### config.mk
export PLATFORM = sky130hd
export DESIGN_NAME = dcc_top
export DESIGN_NICKNAME = d
export VERILOG_FILES = /design/src/dcc_pkg.sv /design/src/dcc_channel.sv /design/src/dcc_top.sv
export VERILOG_INCLUDE_DIRS = /design/src
export SDC_FILE = /design/constraint.sdc
export NUM_CORES = 1
export LEC_CHECK = 0
export BUFFER_PORTS_ARGS = -buffer_cell sky130_fd_sc_hd__buf_4
export CAP_MARGIN = 0
export CORE_AREA = 2 2 101 103
export DETAILED_ROUTE_END_ITERATION = 6
export DIE_AREA = 0 0 103 105
export PLACE_DENSITY = 0.75
export SKIP_LAST_GASP = 1
export SYNTH_ARGS = -nofsm -noshare
export SYNTH_HDL_FRONTEND = slang
export SYNTH_HIERARCHICAL = 1
export SYNTH_SLANG_ARGS = --single-unit
### constraint.sdc
create_clock -name aclk -period 4.8 [get_ports aclk]
set_input_delay 0.48 -clock aclk [delete_from_list [all_inputs] [get_ports aclk]]
set_output_delay 0.48 -clock aclk [all_outputs]
set_load 0.01 [all_outputs]
### src/dcc_regs.svh
// Register offsets, field positions, reset values and counts for the DMA channel control block.
// Assumes inclusion by bare name from the package and the design modules.
`ifndef DCC_REGS_SVH
`define DCC_REGS_SVH

`define DCC_NUM_CH 4
// Byte offsets of per-channel control registers, one word each, then interrupt status, interrupt mask and grant
`define DCC_CTRL_BASE 8'h00
`define DCC_IRQ_STAT 8'h10
`define DCC_IRQ_MASK 8'h14
`define DCC_GRANT 8'h18
// Control register fields
`define DCC_ACTIVE_BIT 15
`define DCC_CHAIN_DIR_BIT 8
`define DCC_ON_BIT 7
`define DCC_EVOFF_BIT 6
`define DCC_CHAIN_BIT 5
`define DCC_AUTO_BIT 4
`define DCC_SEEN_BIT 2
`define DCC_PRI_HI 1
`define DCC_PRI_LO 0
// Writable bits of the control register
`define DCC_CTRL_WMASK 32'h0000_01f3
`define DCC_CTRL_RESET 32'h0000_0000
// Interrupt status layout: per channel, block done then event seen
`define DCC_IRQ_DONE_LO 0
`define DCC_IRQ_EVT_LO 4
`define DCC_IRQ_W 8

`endif

### src/dcc_pkg.sv
// Types shared by the DMA channel control block.
// Assumes dcc_regs.svh sits in the same folder.
`include "dcc_regs.svh"

package dcc_pkg;

  // Per-channel software controls
  typedef struct packed {
    logic chain_direction_select;
    logic channel_on;
    logic events_while_off;
    logic chain_allow;
    logic auto_reenable;
    logic [1:0] channel_priority_level;
  } dcc_ctrl_t;

  // Events from the transfer engine for one channel
  typedef struct packed {
    logic start_evt;
    logic abort_evt;
    logic block_done;
    logic bus_busy;
  } dcc_evt_t;

  // Per-channel run state
  typedef enum logic [1:0] {
    DCC_IDLE = 2'b00,
    DCC_RUN = 2'b01,
    DCC_DRAIN = 2'b10
  } dcc_state_t;

endpackage

### src/dcc_channel.sv
// One DMA channel's run state, event capture and enable handling.
// Assumes engine strobes are synchronous to aclk.
`timescale 1ns/1ps

module dcc_channel (
  input wire logic aclk,
  input wire logic aresetn,
  input wire dcc_pkg::dcc_ctrl_t ctrl,
  input wire dcc_pkg::dcc_evt_t evt,
  input wire logic chain_in,
  input wire logic sw_on_write,
  input wire logic sw_on_value,
  input wire logic sw_clear_seen,
  output logic channel_on,
  output logic active,
  output logic event_seen,
  output logic run_req,
  output logic start_taken,
  output logic abort_taken
);

  dcc_pkg::dcc_state_t state_ff, nxt_state;
  logic on_ff, nxt_on;
  logic seen_ff, nxt_seen;
  logic accept;

  assign channel_on = on_ff;
  assign event_seen = seen_ff;
  assign active = (state_ff != dcc_pkg::DCC_IDLE) || on_ff; // RULE1
  assign run_req = (state_ff == dcc_pkg::DCC_RUN) && on_ff && seen_ff;
  // Events count while on, or while off if software allows it
  assign accept = on_ff || ctrl.events_while_off; // RULE5
  assign start_taken = evt.start_evt && accept;
  assign abort_taken = evt.abort_evt && accept;

  ////////////////////////////////////////////////////////////////
  // Next enable, event flag and state
  always_comb begin
    nxt_on = on_ff;
    nxt_seen = seen_ff;
    nxt_state = state_ff;
    if (sw_on_write) begin
      nxt_on = sw_on_value; // RULE4
    end
    if (evt.block_done && on_ff && !ctrl.auto_reenable) begin
      nxt_on = 1'b0; // RULE7
    end
    if (abort_taken) begin
      nxt_on = 1'b0;
    end
    // Chain enable only when allowed; wins over a software write
    if (chain_in && ctrl.chain_allow) begin
      nxt_on = 1'b1; // RULE6
    end
    if (sw_clear_seen || evt.block_done || abort_taken) begin
      nxt_seen = 1'b0;
    end
    // Set wins over clear
    if (start_taken) begin
      nxt_seen = 1'b1; // RULE8
    end
    unique case (state_ff)
      dcc_pkg::DCC_IDLE: begin
        if (on_ff) begin
          nxt_state = dcc_pkg::DCC_RUN;
        end
      end
      dcc_pkg::DCC_RUN: begin
        if (!on_ff) begin
          nxt_state = dcc_pkg::DCC_DRAIN;
        end
      end
      // Hold active until the bus beat in flight completes
      dcc_pkg::DCC_DRAIN: begin
        if (!evt.bus_busy) begin
          nxt_state = dcc_pkg::DCC_IDLE; // RULE10
        end
      end
      default: begin
        nxt_state = dcc_pkg::DCC_IDLE;
      end
    endcase
  end

  // Register the state
  always_ff @(posedge aclk) begin
    if (!aresetn) begin
      state_ff <= dcc_pkg::DCC_IDLE;
      on_ff <= 1'b0;
      seen_ff <= 1'b0;
    end else begin
      state_ff <= nxt_state;
      on_ff <= nxt_on;
      seen_ff <= nxt_seen;
    end
  end

endmodule

### src/dcc_top.sv
// AXI4-Lite register block and arbiter for four DMA channel controls.
// Assumes the transfer engine drives start, abort, done and busy strobes on aclk.
`timescale 1ns/1ps
`include "dcc_regs.svh"

// Functional notes
// (RULE1) Active flag reads 1 while channel runs or is enabled, else 0.
// (RULE2) Direction 1 chains from lower-priority neighbour's done; 0 from higher one.
// (RULE3) Direction select matters only while chaining is allowed.
// (RULE4) Enable bit 1 means channel enabled; 0 means disabled.
// (RULE5) Events-while-off bit lets start and abort register while disabled.
// (RULE6) Chaining enables the channel only when chain allow is set.
// (RULE7) Without auto re-enable, block completion clears the channel enable.
// (RULE8) Read-only event flag shows whether a start event was detected.
// (RULE9) Two-bit priority field equals priority level, 0 lowest, 3 highest.
// (RULE10) Disabling finishes the bus beat before suspend; active stays set meanwhile.
// (RULE11) Software polls the active flag for 0 before assuming suspension.
// (RULE12) Unimplemented control bits 31-16, 14-9 and 3 read as zero.
// (RULE13) Grant highest priority enabled requester; ties go to lowest number.
module dcc_top (
  input wire logic aclk,
  input wire logic aresetn,
  input wire logic [7:0] s_axi_awaddr,
  input wire logic s_axi_awvalid,
  output logic s_axi_awready,
  input wire logic [31:0] s_axi_wdata,
  input wire logic [3:0] s_axi_wstrb,
  input wire logic s_axi_wvalid,
  output logic s_axi_wready,
  output logic [1:0] s_axi_bresp,
  output logic s_axi_bvalid,
  input wire logic s_axi_bready,
  input wire logic [7:0] s_axi_araddr,
  input wire logic s_axi_arvalid,
  output logic s_axi_arready,
  output logic [31:0] s_axi_rdata,
  output logic [1:0] s_axi_rresp,
  output logic s_axi_rvalid,
  input wire logic s_axi_rready,
  input wire logic [3:0] eng_start,
  input wire logic [3:0] eng_abort,
  input wire logic [3:0] eng_block_done,
  input wire logic [3:0] eng_bus_busy,
  output logic [3:0] grant_ff,
  output logic [3:0] start_taken_ff,
  output logic [3:0] abort_taken_ff,
  output logic irq_ff
);

  localparam int NCH = `DCC_NUM_CH;

  dcc_pkg::dcc_ctrl_t ctrl_ff [NCH];
  dcc_pkg::dcc_ctrl_t nxt_ctrl [NCH];
  logic [NCH-1:0] ch_on, ch_active, ch_seen, ch_req, ch_start, ch_abort;
  logic [NCH-1:0] chain_in, on_wr, seen_clr;
  logic [`DCC_IRQ_W-1:0] stat_ff, nxt_stat, mask_ff, nxt_mask;
  logic aw_ff, nxt_aw, w_ff, nxt_w, bv_ff, nxt_bv, rv_ff, nxt_rv;
  logic [7:0] awa_ff, nxt_awa;
  logic [31:0] wd_ff, nxt_wd, rd_ff, nxt_rd;
  logic [3:0] ws_ff, nxt_ws;
  logic [1:0] br_ff, nxt_br, rr_ff, nxt_rr;
  logic [3:0] nxt_grant;
  logic do_wr, do_rd;
  logic [7:0] ra;
  logic [31:0] wmerge;
  logic rd_ctrl_hit, wr_ctrl_hit;
  logic [1:0] rd_idx, wr_idx;
  // Readies are flops of their own so that every port leaves a register
  logic awrdy_ff, wrdy_ff, ardy_ff;

  // Bus outputs straight from their registers
  assign s_axi_awready = awrdy_ff;
  assign s_axi_wready = wrdy_ff;
  assign s_axi_bvalid = bv_ff;
  assign s_axi_bresp = br_ff;
  assign s_axi_arready = ardy_ff;
  assign s_axi_rvalid = rv_ff;
  assign s_axi_rdata = rd_ff;
  assign s_axi_rresp = rr_ff;

  assign do_wr = aw_ff && w_ff && !bv_ff;
  assign do_rd = s_axi_arvalid && !rv_ff;
  assign ra = s_axi_araddr;
  assign wr_ctrl_hit = (awa_ff[7:4] == 4'h0) && (awa_ff[1:0] == 2'b00);
  assign rd_ctrl_hit = (ra[7:4] == 4'h0) && (ra[1:0] == 2'b00);
  assign wr_idx = awa_ff[3:2];
  assign rd_idx = ra[3:2];
  assign wmerge = {{8{ws_ff[3]}}, {8{ws_ff[2]}}, {8{ws_ff[1]}}, {8{ws_ff[0]}}} & wd_ff;

  ////////////////////////////////////////////////////////////////
  // Channel instances and chain wiring
  genvar g;
  generate
    for (g = 0; g < NCH; g++) begin : gch
      // Chain source is the neighbour picked by direction, gated by allow
      if (g == 0) begin : glo
        assign chain_in[g] = ctrl_ff[g].chain_allow && ctrl_ff[g].chain_direction_select
          && eng_block_done[g+1]; // RULE2 RULE3
      end else if (g == NCH - 1) begin : ghi
        assign chain_in[g] = ctrl_ff[g].chain_allow && !ctrl_ff[g].chain_direction_select
          && eng_block_done[g-1]; // RULE2 RULE3
      end else begin : gmid
        assign chain_in[g] = ctrl_ff[g].chain_allow && (ctrl_ff[g].chain_direction_select ?
          eng_block_done[g+1] : eng_block_done[g-1]); // RULE2 RULE3
      end
      // Enable bit lives in byte lane 0, so only that lane may write it
      assign on_wr[g] = do_wr && wr_ctrl_hit && (wr_idx == g) && ws_ff[0];
      // Reading the control register consumes the event flag
      assign seen_clr[g] = do_rd && rd_ctrl_hit && (rd_idx == g);
      // One channel's state machine; engine strobes packed into the event struct
      dcc_channel u_ch (
        .aclk(aclk),
        .aresetn(aresetn),
        .ctrl(ctrl_ff[g]),
        .evt({eng_start[g], eng_abort[g], eng_block_done[g], eng_bus_busy[g]}),
        .chain_in(chain_in[g]),
        .sw_on_write(on_wr[g]),
        .sw_on_value(wd_ff[`DCC_ON_BIT]),
        .sw_clear_seen(seen_clr[g]),
        .channel_on(ch_on[g]),
        .active(ch_active[g]),
        .event_seen(ch_seen[g]),
        .run_req(ch_req[g]),
        .start_taken(ch_start[g]),
        .abort_taken(ch_abort[g])
      );
    end
  endgenerate

  ////////////////////////////////////////////////////////////////
  // Control fields and interrupt registers
  always_comb begin
    nxt_mask = mask_ff;
    for (int i = 0; i < NCH; i++) begin
      nxt_ctrl[i] = ctrl_ff[i];
      nxt_ctrl[i].channel_on = ch_on[i];
      if (do_wr && wr_ctrl_hit && (wr_idx == i)) begin
        if (ws_ff[1]) begin
          nxt_ctrl[i].chain_direction_select = wd_ff[`DCC_CHAIN_DIR_BIT];
        end
        if (ws_ff[0]) begin
          nxt_ctrl[i].events_while_off = wd_ff[`DCC_EVOFF_BIT];
          nxt_ctrl[i].chain_allow = wd_ff[`DCC_CHAIN_BIT];
          nxt_ctrl[i].auto_reenable = wd_ff[`DCC_AUTO_BIT];
          nxt_ctrl[i].channel_priority_level = wd_ff[`DCC_PRI_HI:`DCC_PRI_LO];
        end
      end
    end
    // Mask takes the merged word so byte strobes apply
    if (do_wr && (awa_ff == `DCC_IRQ_MASK)) begin
      nxt_mask = wmerge[`DCC_IRQ_W-1:0];
    end
    // Read clears status; new events in that cycle still land
    nxt_stat = stat_ff;
    if (do_rd && (ra == `DCC_IRQ_STAT)) begin
      nxt_stat = '0;
    end
    nxt_stat = nxt_stat | {ch_start, eng_block_done};
  end

  // Fixed-priority arbiter, scanned high number first so ties land low
  always_comb begin
    logic [1:0] best;
    logic found;
    best = 2'b00;
    found = 1'b0;
    nxt_grant = '0;
    for (int i = NCH - 1; i >= 0; i--) begin
      if (ch_req[i] && (!found || ctrl_ff[i].channel_priority_level >= best)) begin
        best = ctrl_ff[i].channel_priority_level; // RULE9
        found = 1'b1;
        nxt_grant = 4'(1 << i); // RULE13
      end
    end
  end

  ////////////////////////////////////////////////////////////////
  // AXI4-Lite handshakes and read mux
  always_comb begin
    nxt_aw = aw_ff;
    nxt_w = w_ff;
    nxt_awa = awa_ff;
    nxt_wd = wd_ff;
    nxt_ws = ws_ff;
    nxt_bv = bv_ff;
    nxt_br = br_ff;
    nxt_rv = rv_ff;
    nxt_rd = rd_ff;
    nxt_rr = rr_ff;
    if (s_axi_awvalid && s_axi_awready) begin
      nxt_aw = 1'b1;
      nxt_awa = s_axi_awaddr;
    end
    if (s_axi_wvalid && s_axi_wready) begin
      nxt_w = 1'b1;
      nxt_wd = s_axi_wdata;
      nxt_ws = s_axi_wstrb;
    end
    // Both halves held: perform the write and raise the response
    if (do_wr) begin
      nxt_aw = 1'b0;
      nxt_w = 1'b0;
      nxt_bv = 1'b1;
      nxt_br = (wr_ctrl_hit || awa_ff == `DCC_IRQ_MASK || awa_ff == `DCC_IRQ_STAT
        || awa_ff == `DCC_GRANT) ? 2'b00 : 2'b10;
    end else if (bv_ff && s_axi_bready) begin
      nxt_bv = 1'b0;
    end
    // Read data is captured here and stands until rready
    if (do_rd) begin
      nxt_rv = 1'b1;
      nxt_rr = 2'b00;
      nxt_rd = 32'h0000_0000; // RULE12
      if (rd_ctrl_hit) begin
        nxt_rd[`DCC_ACTIVE_BIT] = ch_active[rd_idx]; // RULE1
        nxt_rd[`DCC_CHAIN_DIR_BIT] = ctrl_ff[rd_idx].chain_direction_select;
        nxt_rd[`DCC_ON_BIT] = ch_on[rd_idx];
        nxt_rd[`DCC_EVOFF_BIT] = ctrl_ff[rd_idx].events_while_off;
        nxt_rd[`DCC_CHAIN_BIT] = ctrl_ff[rd_idx].chain_allow;
        nxt_rd[`DCC_AUTO_BIT] = ctrl_ff[rd_idx].auto_reenable;
        nxt_rd[`DCC_SEEN_BIT] = ch_seen[rd_idx]; // RULE8
        nxt_rd[`DCC_PRI_HI:`DCC_PRI_LO] = ctrl_ff[rd_idx].channel_priority_level;
      end else if (ra == `DCC_IRQ_STAT) begin
        nxt_rd[`DCC_IRQ_W-1:0] = stat_ff;
      end else if (ra == `DCC_IRQ_MASK) begin
        nxt_rd[`DCC_IRQ_W-1:0] = mask_ff;
      end else if (ra == `DCC_GRANT) begin
        nxt_rd[3:0] = grant_ff;
      end else begin
        nxt_rr = 2'b10;
      end
    end else if (rv_ff && s_axi_rready) begin
      nxt_rv = 1'b0;
    end
  end

  ////////////////////////////////////////////////////////////////
  // Register control fields, interrupt state and event strobes
  always_ff @(posedge aclk) begin
    if (!aresetn) begin
      for (int i = 0; i < NCH; i++) begin
        ctrl_ff[i] <= '0;
      end
      stat_ff <= '0;
      mask_ff <= '0;
      start_taken_ff <= '0;
      abort_taken_ff <= '0;
      irq_ff <= 1'b0;
    end else begin
      for (int i = 0; i < NCH; i++) begin
        ctrl_ff[i] <= nxt_ctrl[i];
      end
      stat_ff <= nxt_stat;
      mask_ff <= nxt_mask;
      start_taken_ff <= ch_start;
      abort_taken_ff <= ch_abort;
      // Built from next values so the line follows status with no extra lag
      irq_ff <= |(nxt_stat & nxt_mask);
    end
  end

  // Register the grant; it trails a request change by one cycle
  always_ff @(posedge aclk) begin
    if (!aresetn) begin
      grant_ff <= '0;
    end else begin
      grant_ff <= nxt_grant;
    end
  end

  // Register the bus side, readies included
  always_ff @(posedge aclk) begin
    if (!aresetn) begin
      aw_ff <= 1'b0;
      w_ff <= 1'b0;
      awa_ff <= 8'h00;
      wd_ff <= 32'h0000_0000;
      ws_ff <= 4'h0;
      bv_ff <= 1'b0;
      br_ff <= 2'b00;
      rv_ff <= 1'b0;
      rd_ff <= 32'h0000_0000;
      rr_ff <= 2'b00;
      awrdy_ff <= 1'b1;
      wrdy_ff <= 1'b1;
      ardy_ff <= 1'b1;
    end else begin
      aw_ff <= nxt_aw;
      w_ff <= nxt_w;
      awa_ff <= nxt_awa;
      wd_ff <= nxt_wd;
      ws_ff <= nxt_ws;
      bv_ff <= nxt_bv;
      br_ff <= nxt_br;
      rv_ff <= nxt_rv;
      rd_ff <= nxt_rd;
      rr_ff <= nxt_rr;
      // Taken from next state, so each ready matches its slot being free
      awrdy_ff <= !nxt_aw && !nxt_bv;
      wrdy_ff <= !nxt_w && !nxt_bv;
      ardy_ff <= !nxt_rv;
    end
  end

endmodule

# --- After elaboration in Yosys (flattened, before gate mapping) ---
# Memories as Yosys holds them, arrays and structs flattened.
# Index checks and enable logic that the tools add are counted.
classes:
  n_reduce_logical: 130
  bitwise: 8
  eq_ne: 32
  magnitude_cmp: 4
  n_mux: 104
ops:
  columns: ["op", "n"]
  rows:
  - ["$logic_and 1x1->1", 64]
  - ["$mux 1", 54]
  - ["$eq 8x5->1 const B", 6]
  - ["$mux 2", 21]
  - ["$mux 5", 8]
  - ["$mux 7", 4]
  - ["$mux 8", 3]
  - ["$pmux 2 s3", 4]
  - ["$logic_or 1x1->1", 22]
  - ["$mux 4", 5]
  - ["$and 8x8->8", 2]
  - ["$eq 2x2->1 const B", 8]
  - ["$logic_not 2->1", 8]
  - ["$ne 2x2->1 const B", 8]
  - ["$reduce_bool 2->1", 8]
  - ["$reduce_bool 4->1", 4]
  - ["$logic_not 1->1", 14]
  - ["$eq 2x1->1 const B", 6]
  - ["$reduce_and 3->1", 4]
  - ["$logic_not 4->1", 2]
  - ["$ne 2x1->1 const B", 4]
  - ["$or 8x8->8", 1]
  - ["$reduce_or 8->1", 1]
  - ["$bmux 1 s2", 3]
  - ["8 further kinds", 14]
totals:
  ram_bits: 28
  n_memories: 1
  output_inout_bits: 54
  word_cells: 313
  reg_bits: 85
  inputBits: 75
mem_list:
  columns: ["name", "depth", "width", "rd", "rd_ports_with_merged_regs", "wr", "line", "source"]
  rows:
  - ["ctrl_ff", 4, 7, 5, 0, 4, "dcc_top.sv:52", "dcc_pkg::dcc_ctrl_t ctrl_ff [NCH];"]

# --- Logic depth before layout (Yosys ltp) ---
# Gate-level depths: netlist (run 1).
logic_depth:
  depth_word: 16
  ltp_mapped: 18
  mapped_depth_nobuf: 18

# --- Cells and area by module ---
# Netlist (run 1), hierarchy kept.
modules_own_cells:
  columns: ["module", "instances", "cells_each", "area_per_inst_um2", "seq_area_each_um2"]
  rows:
  - ["dcc_top", 1, 478, 4266.6, 1901.8]
  - ["dcc_channel", 4, 23, 195.2, 80.1]

# --- Least setup slack after synthesis (run 1) ---
# No wires, ideal clock.
synth_timing:
  kind: "register to register"
  start: "register gch[3].u_ch.on_ff"
  end: "register grant_ff[3]"
  required_time_ps: 4722
  slack_ps: 872
  stages_incl_launch_ff: 17
  arrival_ps: 3849
  setup_time_ps: 78
  cell_sequence: "dfxtp_1 -> and4b_2 -> and2_1 -> ha_1 -> inv_1 -> a21boi_0 -> o21ai_0 -> mux2_2 -> ha_1 -> o21ai_0 -> a21boi_0 -> mux2_2 -> ha_1 -> a21boi_0 -> o31ai_1 -> nand2_1 -> nor3_1"
synth_between:
  elab_chain_cells: 15
  word_cells_on_any_way: 22
synth_lines:
  columns: ["item", "line", "source"]
  rows:
  - ["start: declaration", "dcc_channel.sv:23", "logic on_ff, nxt_on;"]
  - ["start signal: assignment", "dcc_channel.sv:93", "on_ff <= nxt_on;"]
  - ["$logic_and 1x1->1 * (2 in a row)", "dcc_channel.sv:30", "assign run_req = (state_ff == dcc_pkg::DCC_RUN) && on_ff && seen_ff;"]
  - ["named net ch_req[3]", "dcc_top.sv:54", "logic [NCH-1:0] ch_on, ch_active, ch_seen, ch_req, ch_start, ch_abort;"]
  - ["$mux 2 or $mux 1 (tied branches)", "dcc_top.sv:169", "if (ch_req[i] && (!found || ctrl_ff[i].channel_priority_level >= best)) begin"]
  - ["$ge 2x2->1 or $logic_not 1->1 (tied branches)", "dcc_top.sv:169", null]
  - ["$logic_or 1x1->1", "dcc_top.sv:169", null]
  - ["$logic_and 1x1->1", "dcc_top.sv:169", null]
  - ["$mux 2 or $mux 1 (tied branches)", "dcc_top.sv:169", null]
  - ["$ge 2x2->1 or $logic_not 1->1 (tied branches)", "dcc_top.sv:169", null]
  - ["$logic_or 1x1->1", "dcc_top.sv:169", null]
  - ["$logic_and 1x1->1", "dcc_top.sv:169", null]
  - ["$mux 2 or $mux 1 (tied branches)", "dcc_top.sv:169", null]
  - ["$ge 2x2->1 or $logic_not 1->1 (tied branches)", "dcc_top.sv:169", null]
  - ["$logic_or 1x1->1", "dcc_top.sv:169", null]
  - ["$logic_and 1x1->1", "dcc_top.sv:169", null]
  - ["$reduce_or 4->1 (no line)", null, null]
  - ["end signal: assignment", "dcc_top.sv:267", "grant_ff <= nxt_grant;"]
  - ["end: declaration", "dcc_top.sv:44", "output logic [3:0] grant_ff,"]
# Mark *: on every way through the listed nets, which the timed path passes. The rest lies on a longest branch.
# A chain may end at the register's enable or synchronous reset.

# --- Worst setup path after layout (run 1) ---
# Same ends and word-level chain as after synthesis.

==> flow_summary.yaml, run 1 <==
grt:
  antenna_found_initial: 0
  gr-total-overflow: 0
  grt_pass1_wl_um: 18290
  grt_pass1_vias: 3818
  grt_max_degree: 73
  grt.total_usage_pct: 21.43
clock_network:
  clock_latency_ps: 350
  cts_num_sinks: 107
  cts_max_level: 3
  tritoncts: "built"
  root_buffer: "clkbuf_8"
  clk_pin_slew_ps: 90
  clockBufferDepth: 2
  cts_buffers: 9
die:
  die-area_um2: 10820
  initial_core_util_pct: 51.27
  die_w_um: 103
  num_rows: 36
  core-area_um2: 9639
  io_pins: 129
  fp.dieH_um: 105
hold_path:
  min_from: "s_axi_wdata[7]"
  worst_hold_path_type: "primary input to flip-flop"
  hold_path_depth: 3
timing:
  rsz0062_at_grt: "false"
  finalMaxSlewViolations: 0
  post-route-min-period_ps: 4262
  slew_headroom_pct: 20.78
  fmaxAchievable_ghz: 0.2347
  period_share_pct: 88.78
  worst_pin_slew_ps: 1187
  hold_viol: 0
  fin_tns_setup_ps: 0
  setup_violations: 0
  finClkSkew_ps: 6.658
detailed_routing:
  drc_errors: 0
  wl_per_cell_um: 14.91
  drt-initial-drc-count: 203
  drtPass1Iterations: 4
  routed_wl_um: 11410
  wl_met2_um: 5394
  wl_met1_um: 5062
  dr_wl_met3_um: 742
  vias: 4059
  top_layer: "met4"
  ant_nets: 0
  via_per_inst: 5.306
pwr:
  p_leak_nw: 2.447
  powerDensity_nw_per_um2: 281.9
  ir_worst_vdd_mv: 0.1620
  power_mw: 1.605
setup_path:
  crit_path_frequent_cell: "ha_1"
  setup.worst_path.start_class: "flip-flop"
  worstSetupEndpointType: "flip-flop"
  cp.required_ps: 5080
  worst-path-max-fanout: 9
  arrival_ps: 4540
  crit_type: "flip-flop to flip-flop"
  rr_worst_depth: 16
  path_delay_family: "compound AO/OA/AOI/OAI gates"
  cp_slowest_stage_delay_ps: 480
  cp_cell_sequence: "and4b_2, and2_1, ha_1, inv_1, a21boi_0, o21ai_1, mux2_2, ha_1, o21ai_0, a21boi_1, mux2_2, ha_1, a21boi_0, o31ai_1, nand2_1, nor3_1"
  critPathBufInv: 1
  startpoint: "gch[3].u_ch/channel_on"
  r2r_start: "gch[3].u_ch/channel_on"
  cp.depth: 16
  cpMaxStageDelayCell: "dfxtp_1"
synth:
  synth_area_um2: 4942
  syn_avg_cell_area_um2: 8.794
  ys_warn_count: 6
  syn_inst: 562
layout:
  layout.nets: 710
  diodes: 0
  drive_gt1_share_pct: 19.94
  fillers: 891
  areaGrowthSynthToFinish_pct: 15.16
placed_design:
  dp_hpwl_um: 8536
  place.gp.congestion: 0.8452
  port_buffers: 79
outcome:
  outcome: "finished, final reports clean"
job:
  drv_cap: 0
## flip-flops by register name (all words and copies together), names as in the netlist, 8 cells and up
| name | flops |
|---|---|
| s_axi_rdata | 10 |
| stat_ff | 8 |
| awa_ff | 8 |
| wd_ff | 9 |
| ctrl_ff | 24 |
| gch.u_ch/state_ff | 8 |
| mask_ff | 8 |
## worst paths after layout
| check | end | slack (ps) |
|---|---|---|
| min | wd_ff[7] | 370 |
| max | grant_ff[3] | 540 |
| max reg2reg | grant_ff[3] | 540 |
| min reg2reg | s_axi_rdata[7] | 460 |
## layout by cell type (no fill, tap or decap), types with 5 or more instances in the layout
| cell type | count |
|---|---|
| buf_4 | 81 |
| and3_1 | 5 |
| o21ai_1 | 9 |
| inv_1 | 18 |
| nor2b_1 | 13 |
| dfxtp_1 | 107 |
| mux2i_1 | 34 |
| a21boi_1 | 5 |
| a21oi_1 | 38 |
| o22ai_1 | 12 |
| conb_1 | 24 |
| mux4_2 | 9 |
| nor2_1 | 67 |
| nand3b_1 | 5 |
| nor3_1 | 10 |
| nand2_1 | 72 |
| nand3_1 | 21 |
| a31oi_1 | 12 |
| and2_1 | 15 |
| nand2b_1 | 8 |
| ha_1 | 6 |
| clkbuf_8 | 10 |
| mux2_2 | 8 |
## power breakdown
| part | internal (mW) | leakage, nW | switching (mW) |
|---|---|---|---|
| Clock | 0.251 | 0.0885 | 0.280 |
| Sequential | 0.908 | 0.868 | 0.0231 |
| Combinational | 0.0603 | 1.49 | 0.0824 |
## tightest hold or removal path, cell delays in order
cell and delay, ps:
buf_4 110, nand2_1 50, a21oi_1 50
## stage by stage
stage | std cells | util [%] | area [µm²] | hold slack [ps] | setup slack (ps)
2_1_floorplan | 585 | - | 5029 | 430.8 | 884.9
3_3_place_gp | 751 | 57.15 | 5509 | 440.1 | 536.0
3_5_place_dp | 751 | 57.15 | 5509 | 445.5 | 274.7
4_1_cts | 765 | 59.05 | 5692 | 361.9 | 253.6
5_1_grt | 765 | 59.05 | 5692 | 371.1 | 113.6
6_report | 765 | 59.05 | 5692 | 366.3 | 538.5
## repair_timing
action,in CTS,in global routing
setup buffers,0,0
setup endpoints to repair,0,4
resized for setup,0,2
hold buffers,0,0
## layout make-up
class	count	area, µm²	area share (%)
Tap cell	133	166.4	2.924
Clock buffer	12	145.1	2.550
Timing Repair Buffer	81	608.1	10.68
Inverter	19	71.32	1.253
Multi-Input combinational cell	411	2521	44.30
Sequential cell	107	2142	37.63
Clock inverter	2	37.54	0.6595
## layer usage
| metal | vias to the layer above | global-route usage (%) |
|---|---|---|
| li1 | 2026 | - |
| met1 | 1892 | 28.76 |
| met2 | 129 | 34.46 |
| met3 | 12 | 2.943 |
| met4 | 0 | 8.647 |
| met5 | - | 0 |
No activity file was read; power rests on OpenSTA's default activity.
==> run 2: changes to the inputs <==
REMOVE_ABC_BUFFERS = 1   (was not set)
SETUP_SLACK_MARGIN = 0.05   (was not set)
==> run 2 against run 1 <==
- critical path depth up 1
- sequential share of layout area is 0.13 points lower
- fmax down 3.1%
- global-route usage rose by 1.6 points
- combinational power barely moved
- utilization is 0.21 points higher
- worst setup slack worse by 140 ps
- wire length rose by 5.7%
- sequential power is essentially flat
- clock skew up 0.52 ps
- non-clock buffer count increased by 1
- count of clock-buffer cells in the layout stayed put
- critical endpoint unchanged
- largest power group unchanged
==> flow_summary.yaml, run 2 (synthesis results as in run 1) <==
detailed_routing:
  routed_wl_um: 12060
  vias: 4192
  wl_per_cell_um: 15.70
  drc_errors: 0
  drtPass1Iterations: 7
  via_per_inst: 5.458
  ant_nets: 0
  drt-initial-drc-count: 226
grt:
  grt_pass1_vias: 3942
  grt_pass1_wl_um: 19320
  antenna_found_initial: 0
  grt_use_met1_pct: 30.68
  grt.total_usage_pct: 22.99
  gr-total-overflow: 0
  grt-busiest-layer: "met2"
  use_met2_pct: 37.11
  grt_max_degree: 73
  use_met3_pct: 3.344
layout:
  largest_register_ff_count: 24
  layout_commonest_cell: "dfxtp_1"
  mostFrequentLayoutCells: "dfxtp_1 (107), buf_4 (82), nand2_1 (72)"
  drive_gt1_share_pct: 20.31
  layout.nets: 711
  diodes: 0
  regMostFlops: "ctrl_ff"
  areaGrowthSynthToFinish_pct: 15.57
setup_path:
  cpMaxStageDelayCell: "dfxtp_1"
  setup.worst_path.start_class: "flip-flop"
  crit_type: "flip-flop to flip-flop"
  cp.required_ps: 5100
  arrival_ps: 4700
  cp_slowest_stage_delay_ps: 500
  worst-path-max-fanout: 9
  path_delay_family: "compound AO/OA/AOI/OAI gates"
  crit_path_frequent_cell: "ha_1"
  worstSetupEndpointType: "flip-flop"
  cp_cell_sequence: "and4b_2, and2_1, ha_1, inv_1, a21boi_0, o21ai_0, mux2_2, ha_1, o21ai_0, a21boi_1, mux2_2, ha_1, inv_1, a21boi_0, o31ai_1, nand2_1, nor3_1"
  critPathBufInv: 2
clock_network:
  clockBufferDepth: 2
  root_buffer: "clkbuf_8"
  cts_num_sinks: 107
  tritoncts: "built"
  cts_buffers: 9
  clock_latency_ps: 380
  clk_pin_slew_ps: 90
  cts_max_level: 3
timing:
  worst_pin_slew_ps: 735.4
  fmaxAchievable_ghz: 0.2274
  post-route-min-period_ps: 4397
  rsz0062_at_grt: "false"
  setup_violations: 0
  finClkSkew_ps: 7.177
  fin_tns_setup_ps: 0
  finalMaxSlewViolations: 0
  slew_headroom_pct: 50.97
  period_share_pct: 91.60
  hold_viol: 0
pwr:
  combPwrFrac_pct: 8.9
  p_leak_nw: 2.456
  power_mw: 1.626
  ir_worst_vdd_mv: 0.1572
  powerDensity_nw_per_um2: 284.7
  p_int_mw: 1.224
  power_frac_seq_pct: 57.3
  clkPwrFrac_pct: 33.9
  power_switching_mw: 0.4028
  swShare_pct: 24.77
hold_path:
  worst_hold_path_type: "primary input to flip-flop"
die:
  num_rows: 36
  fp.dieH_um: 105
  die-area_um2: 10820
  core-area_um2: 9639
  die_w_um: 103
  initial_core_util_pct: 51.27
  io_pins: 129
placed_design:
  place.gp.congestion: 0.8804
  dp_hpwl_um: 8823
  port_buffers: 79
job:
  drv_cap: 0
outcome:
  outcome: "finished, final reports clean"
-- run 2: changes by cell type in the layout (fill, tap and decap cells not counted) --
| cell | before | now |
|---|---|---|
| buf_4 | 81 | 82 |
| clkinv_2 | 0 | 1 |
| clkinvlp_4 | 1 | 2 |
| o21ai_0 | 2 | 3 |
| o21ai_1 | 9 | 8 |
-- run 2: worst paths after layout --
check | slack, ps | from | end | depth (start not counted)
worst max register to register | 400 | gch[3].u_ch/channel_on | grant_ff[3] | 17
worst min-delay path | 340 | s_axi_wdata[7] | wd_ff[7] | 3
worst min register to register | 450 | awa_ff[6] | awa_ff[6] | 2
worst max-delay path | 400 | gch[3].u_ch/channel_on | grant_ff[3] | 17
-- run 2: what timing repair did --
item	in CTS	in global routing
buffers inserted	0	0
setup endpoints to repair	0	2
resized for setup	0	1
hold buffers	0	0
-- run 2: per-layer routing --
layer	vias to the layer above	part of all wire, %
met3	27	5.2
li1	2024	-
met5	-	0
met1	1986	44
met4	0	2.8
met2	155	48
-- run 2: layout make-up --
cell class,count,area (µm²)
tap,133,166.4
multi-input combinational,411,2521
clock buffer,12,145.1
timing repair buffer,82,615.6
inverter,19,71.32
sequential,107,2142
fill,894,3928
clock inverter,4,50.05
-- run 2: power groups by stage --
stage	clock network [mW]	registers, mW	logic (mW)
2_1_floorplan	0	0.946	0.0709
3_3_place_gp	0	0.950	0.140
3_5_place_dp	0	0.952	0.144
4_1_cts	0.557	0.931	0.144
5_1_grt	0.594	0.935	0.160
6_report	0.551	0.932	0.144
-- run 2: metrics by stage --
stage | hold slack [ps] | utilization, % | worst slack, ps | area (µm²) | instances
floorplan | 430.8 | - | 884.9 | 4735 | 537
global placement | 438.0 | 57.23 | 507.2 | 5517 | 752
detailed placement | 442.2 | 57.23 | 300.2 | 5517 | 752
CTS | 333.2 | 59.25 | 267.3 | 5712 | 768
global route | 335.6 | 59.25 | 91.20 | 5712 | 768
finish | 340.1 | 59.25 | 403.3 | 5712 | 768
-- run 2: worst reg2reg max path: stages, from the launching register on --
cell      delay, ps
dfxtp_1         500
and4b_2         360
and2_1          180
ha_1            230
inv_1            50
a21boi_0         70
o21ai_0         410
mux2_2          410
ha_1            280
o21ai_0          70
a21boi_1        340
mux2_2          390
ha_1            270
inv_1            50
a21boi_0         70
o31ai_1         330
nand2_1         120
nor3_1          190
==> run 3: changes to the inputs <==
clock period = 4.2 ns   (was 4.8 ns; I/O delays follow)
==> run 3 against run 2 <==
- cell count grew 0.39%
- worst setup slack lost 72 ps
- via count shrank 1.6%
- utilization grew 0.078 points
- die area is the same
- flip-flop and latch count is the same
- combinational power grew 15%
- worst hold slack lost 54 ps
- first-iteration DRC count shrank 0.44%
- largest cell class unchanged
- highest routed layer unchanged
==> flow_summary.yaml, run 3 (synthesis results as in run 1) <==
placed_design:
  place.gp.congestion: 0.8576
  dp_hpwl_um: 9060
  place_ws_ps: 50.33
  port_buffers: 79
layout:
  layout.nets: 714
  drive_gt1_share_pct: 21.00
  regMostFlops: "ctrl_ff"
  fillers: 898
  layout_commonest_cell: "dfxtp_1"
  utilization_pct: 59.33
  areaGrowthSynthToFinish_pct: 15.72
  largest_register_ff_count: 24
  mostFrequentLayoutCells: "dfxtp_1 (107), buf_4 (85), nand2_1 (72)"
  multi_input_area_um2: 2530
  diodes: 0
  regArea_um2: 2142
grt:
  grt_pass1_vias: 3820
  grt_max_degree: 40
  grt.total_usage_pct: 22.84
  grt_pass1_wl_um: 19260
  gr-total-overflow: 0
  antenna_found_initial: 0
pwr:
  ir_worst_vdd_mv: 0.2065
  powerDensity_nw_per_um2: 315.0
  p_leak_nw: 2.466
timing:
  setup_violations: 0
  finalMaxSlewViolations: 0
  slew_headroom_pct: 54.52
  rsz0062_at_grt: "false"
  fin_ws_ps: 331.6
  finClkSkew_ps: 10.90
  fmaxAchievable_ghz: 0.2585
  hold_viol: 0
  period_share_pct: 92.10
  fin_tns_setup_ps: 0
  worst_pin_slew_ps: 676.6
  post-route-min-period_ps: 3868
detailed_routing:
  vias: 4125
  via_per_inst: 5.350
  drt-initial-drc-count: 225
  ant_nets: 0
  drtPass1Iterations: 5
  wl_per_cell_um: 15.75
  drc_errors: 0
  routed_wl_um: 12150
die:
  num_rows: 36
  fp.dieH_um: 105
  core-area_um2: 9639
  die-area_um2: 10820
  die_w_um: 103
  io_pins: 129
  initial_core_util_pct: 51.27
setup_path:
  worst-path-max-fanout: 6
  crit_type: "flip-flop to flip-flop"
  cp.required_ps: 4490
  setup.worst_path.start_class: "flip-flop"
  arrival_ps: 4160
  startpoint: "gch[3].u_ch/state_ff[1]"
  worstSetupEndpointType: "flip-flop"
  r2r_start: "gch[3].u_ch/state_ff[1]"
clock_network:
  cts_num_sinks: 107
  tritoncts: "built"
  clock_latency_ps: 370
  clockBufferDepth: 2
  cts_max_level: 3
  cts_buffers: 9
  root_buffer: "clkbuf_8"
  clk_pin_slew_ps: 100
  cts_hold_buf: 0
hold_path:
  min_from: "s_axi_wdata[1]"
  worst_hold_path_type: "primary input to flip-flop"
job:
  drv_cap: 0
outcome:
  outcome: "finished, final reports clean"
[run 3: cell count changes in the layout (fill, tap and decap cells not counted), sizes merged]
cell,delta
bufinv,-1
clkinv,+2
buf,+3
clkinvlp,-1
[run 3: layout make-up]
class                      instances  area share, %
multi-input combinational        411          44.24
sequential                       107          37.45
timing repair buffer              85          11.16
tap                              133          2.910
clock buffer                      12          2.538
inverter                          19          1.247
clock inverter                     4         0.4594
[run 3: worst max-delay path: stages, from the launching register on]
cell and delay (ps):
dfxtp_1 390, and4b_2 290, and2_1 190, ha_1 270, inv_1 50, a21boi_0 100
o21ai_2 190, mux2_2 380, ha_1 280, o21ai_0 80, a21boi_1 230, mux2_2 370
ha_1 260, inv_1 60, a21boi_0 110, o31ai_2 250, nand2_1 110, nor3_1 180
[run 3: path summary, 6_finish.rpt]
kind	end	slack, ps	cells after the start
min	wd_ff[1]	290	3
max reg2reg	grant_ff[3]	330	17
min reg2reg	awa_ff[5]	460	2
max	grant_ff[3]	330	17
[run 3: report_power, final]
group          switching [mW]  internal, mW  total, mW
combinational          0.0959        0.0694      0.165
clock                   0.340         0.232      0.572
sequential             0.0264          1.04       1.06
total                   0.462          1.34       1.80
[run 3: layer usage]
layer	track usage (%)	up-vias	routed length, µm
li1	-	2036	-
met1	30.23	1928	5259
met2	37.24	142	5864
met3	3.813	19	757
met4	8.083	0	265
met5	0	-	0
[run 3: repair_timing]
item,in CTS,in global routing
pin swaps,0,0
cloned,0,0
setup buffers,0,0
setup endpoints to repair,2,3
gates resized for setup,1,3
[run 3: metrics by stage]
step                std cells  hold slack [ps]  instance area, µm²  total power, mW
CTS                       771            278.5                5710            1.809
detailed placement        755            449.7                5539            1.252
global route              771            284.5                5719            1.870
global placement          755            438.5                5539            1.247
floorplan                 537            430.8                4735            1.163
finish                    771            286.1                5719            1.801
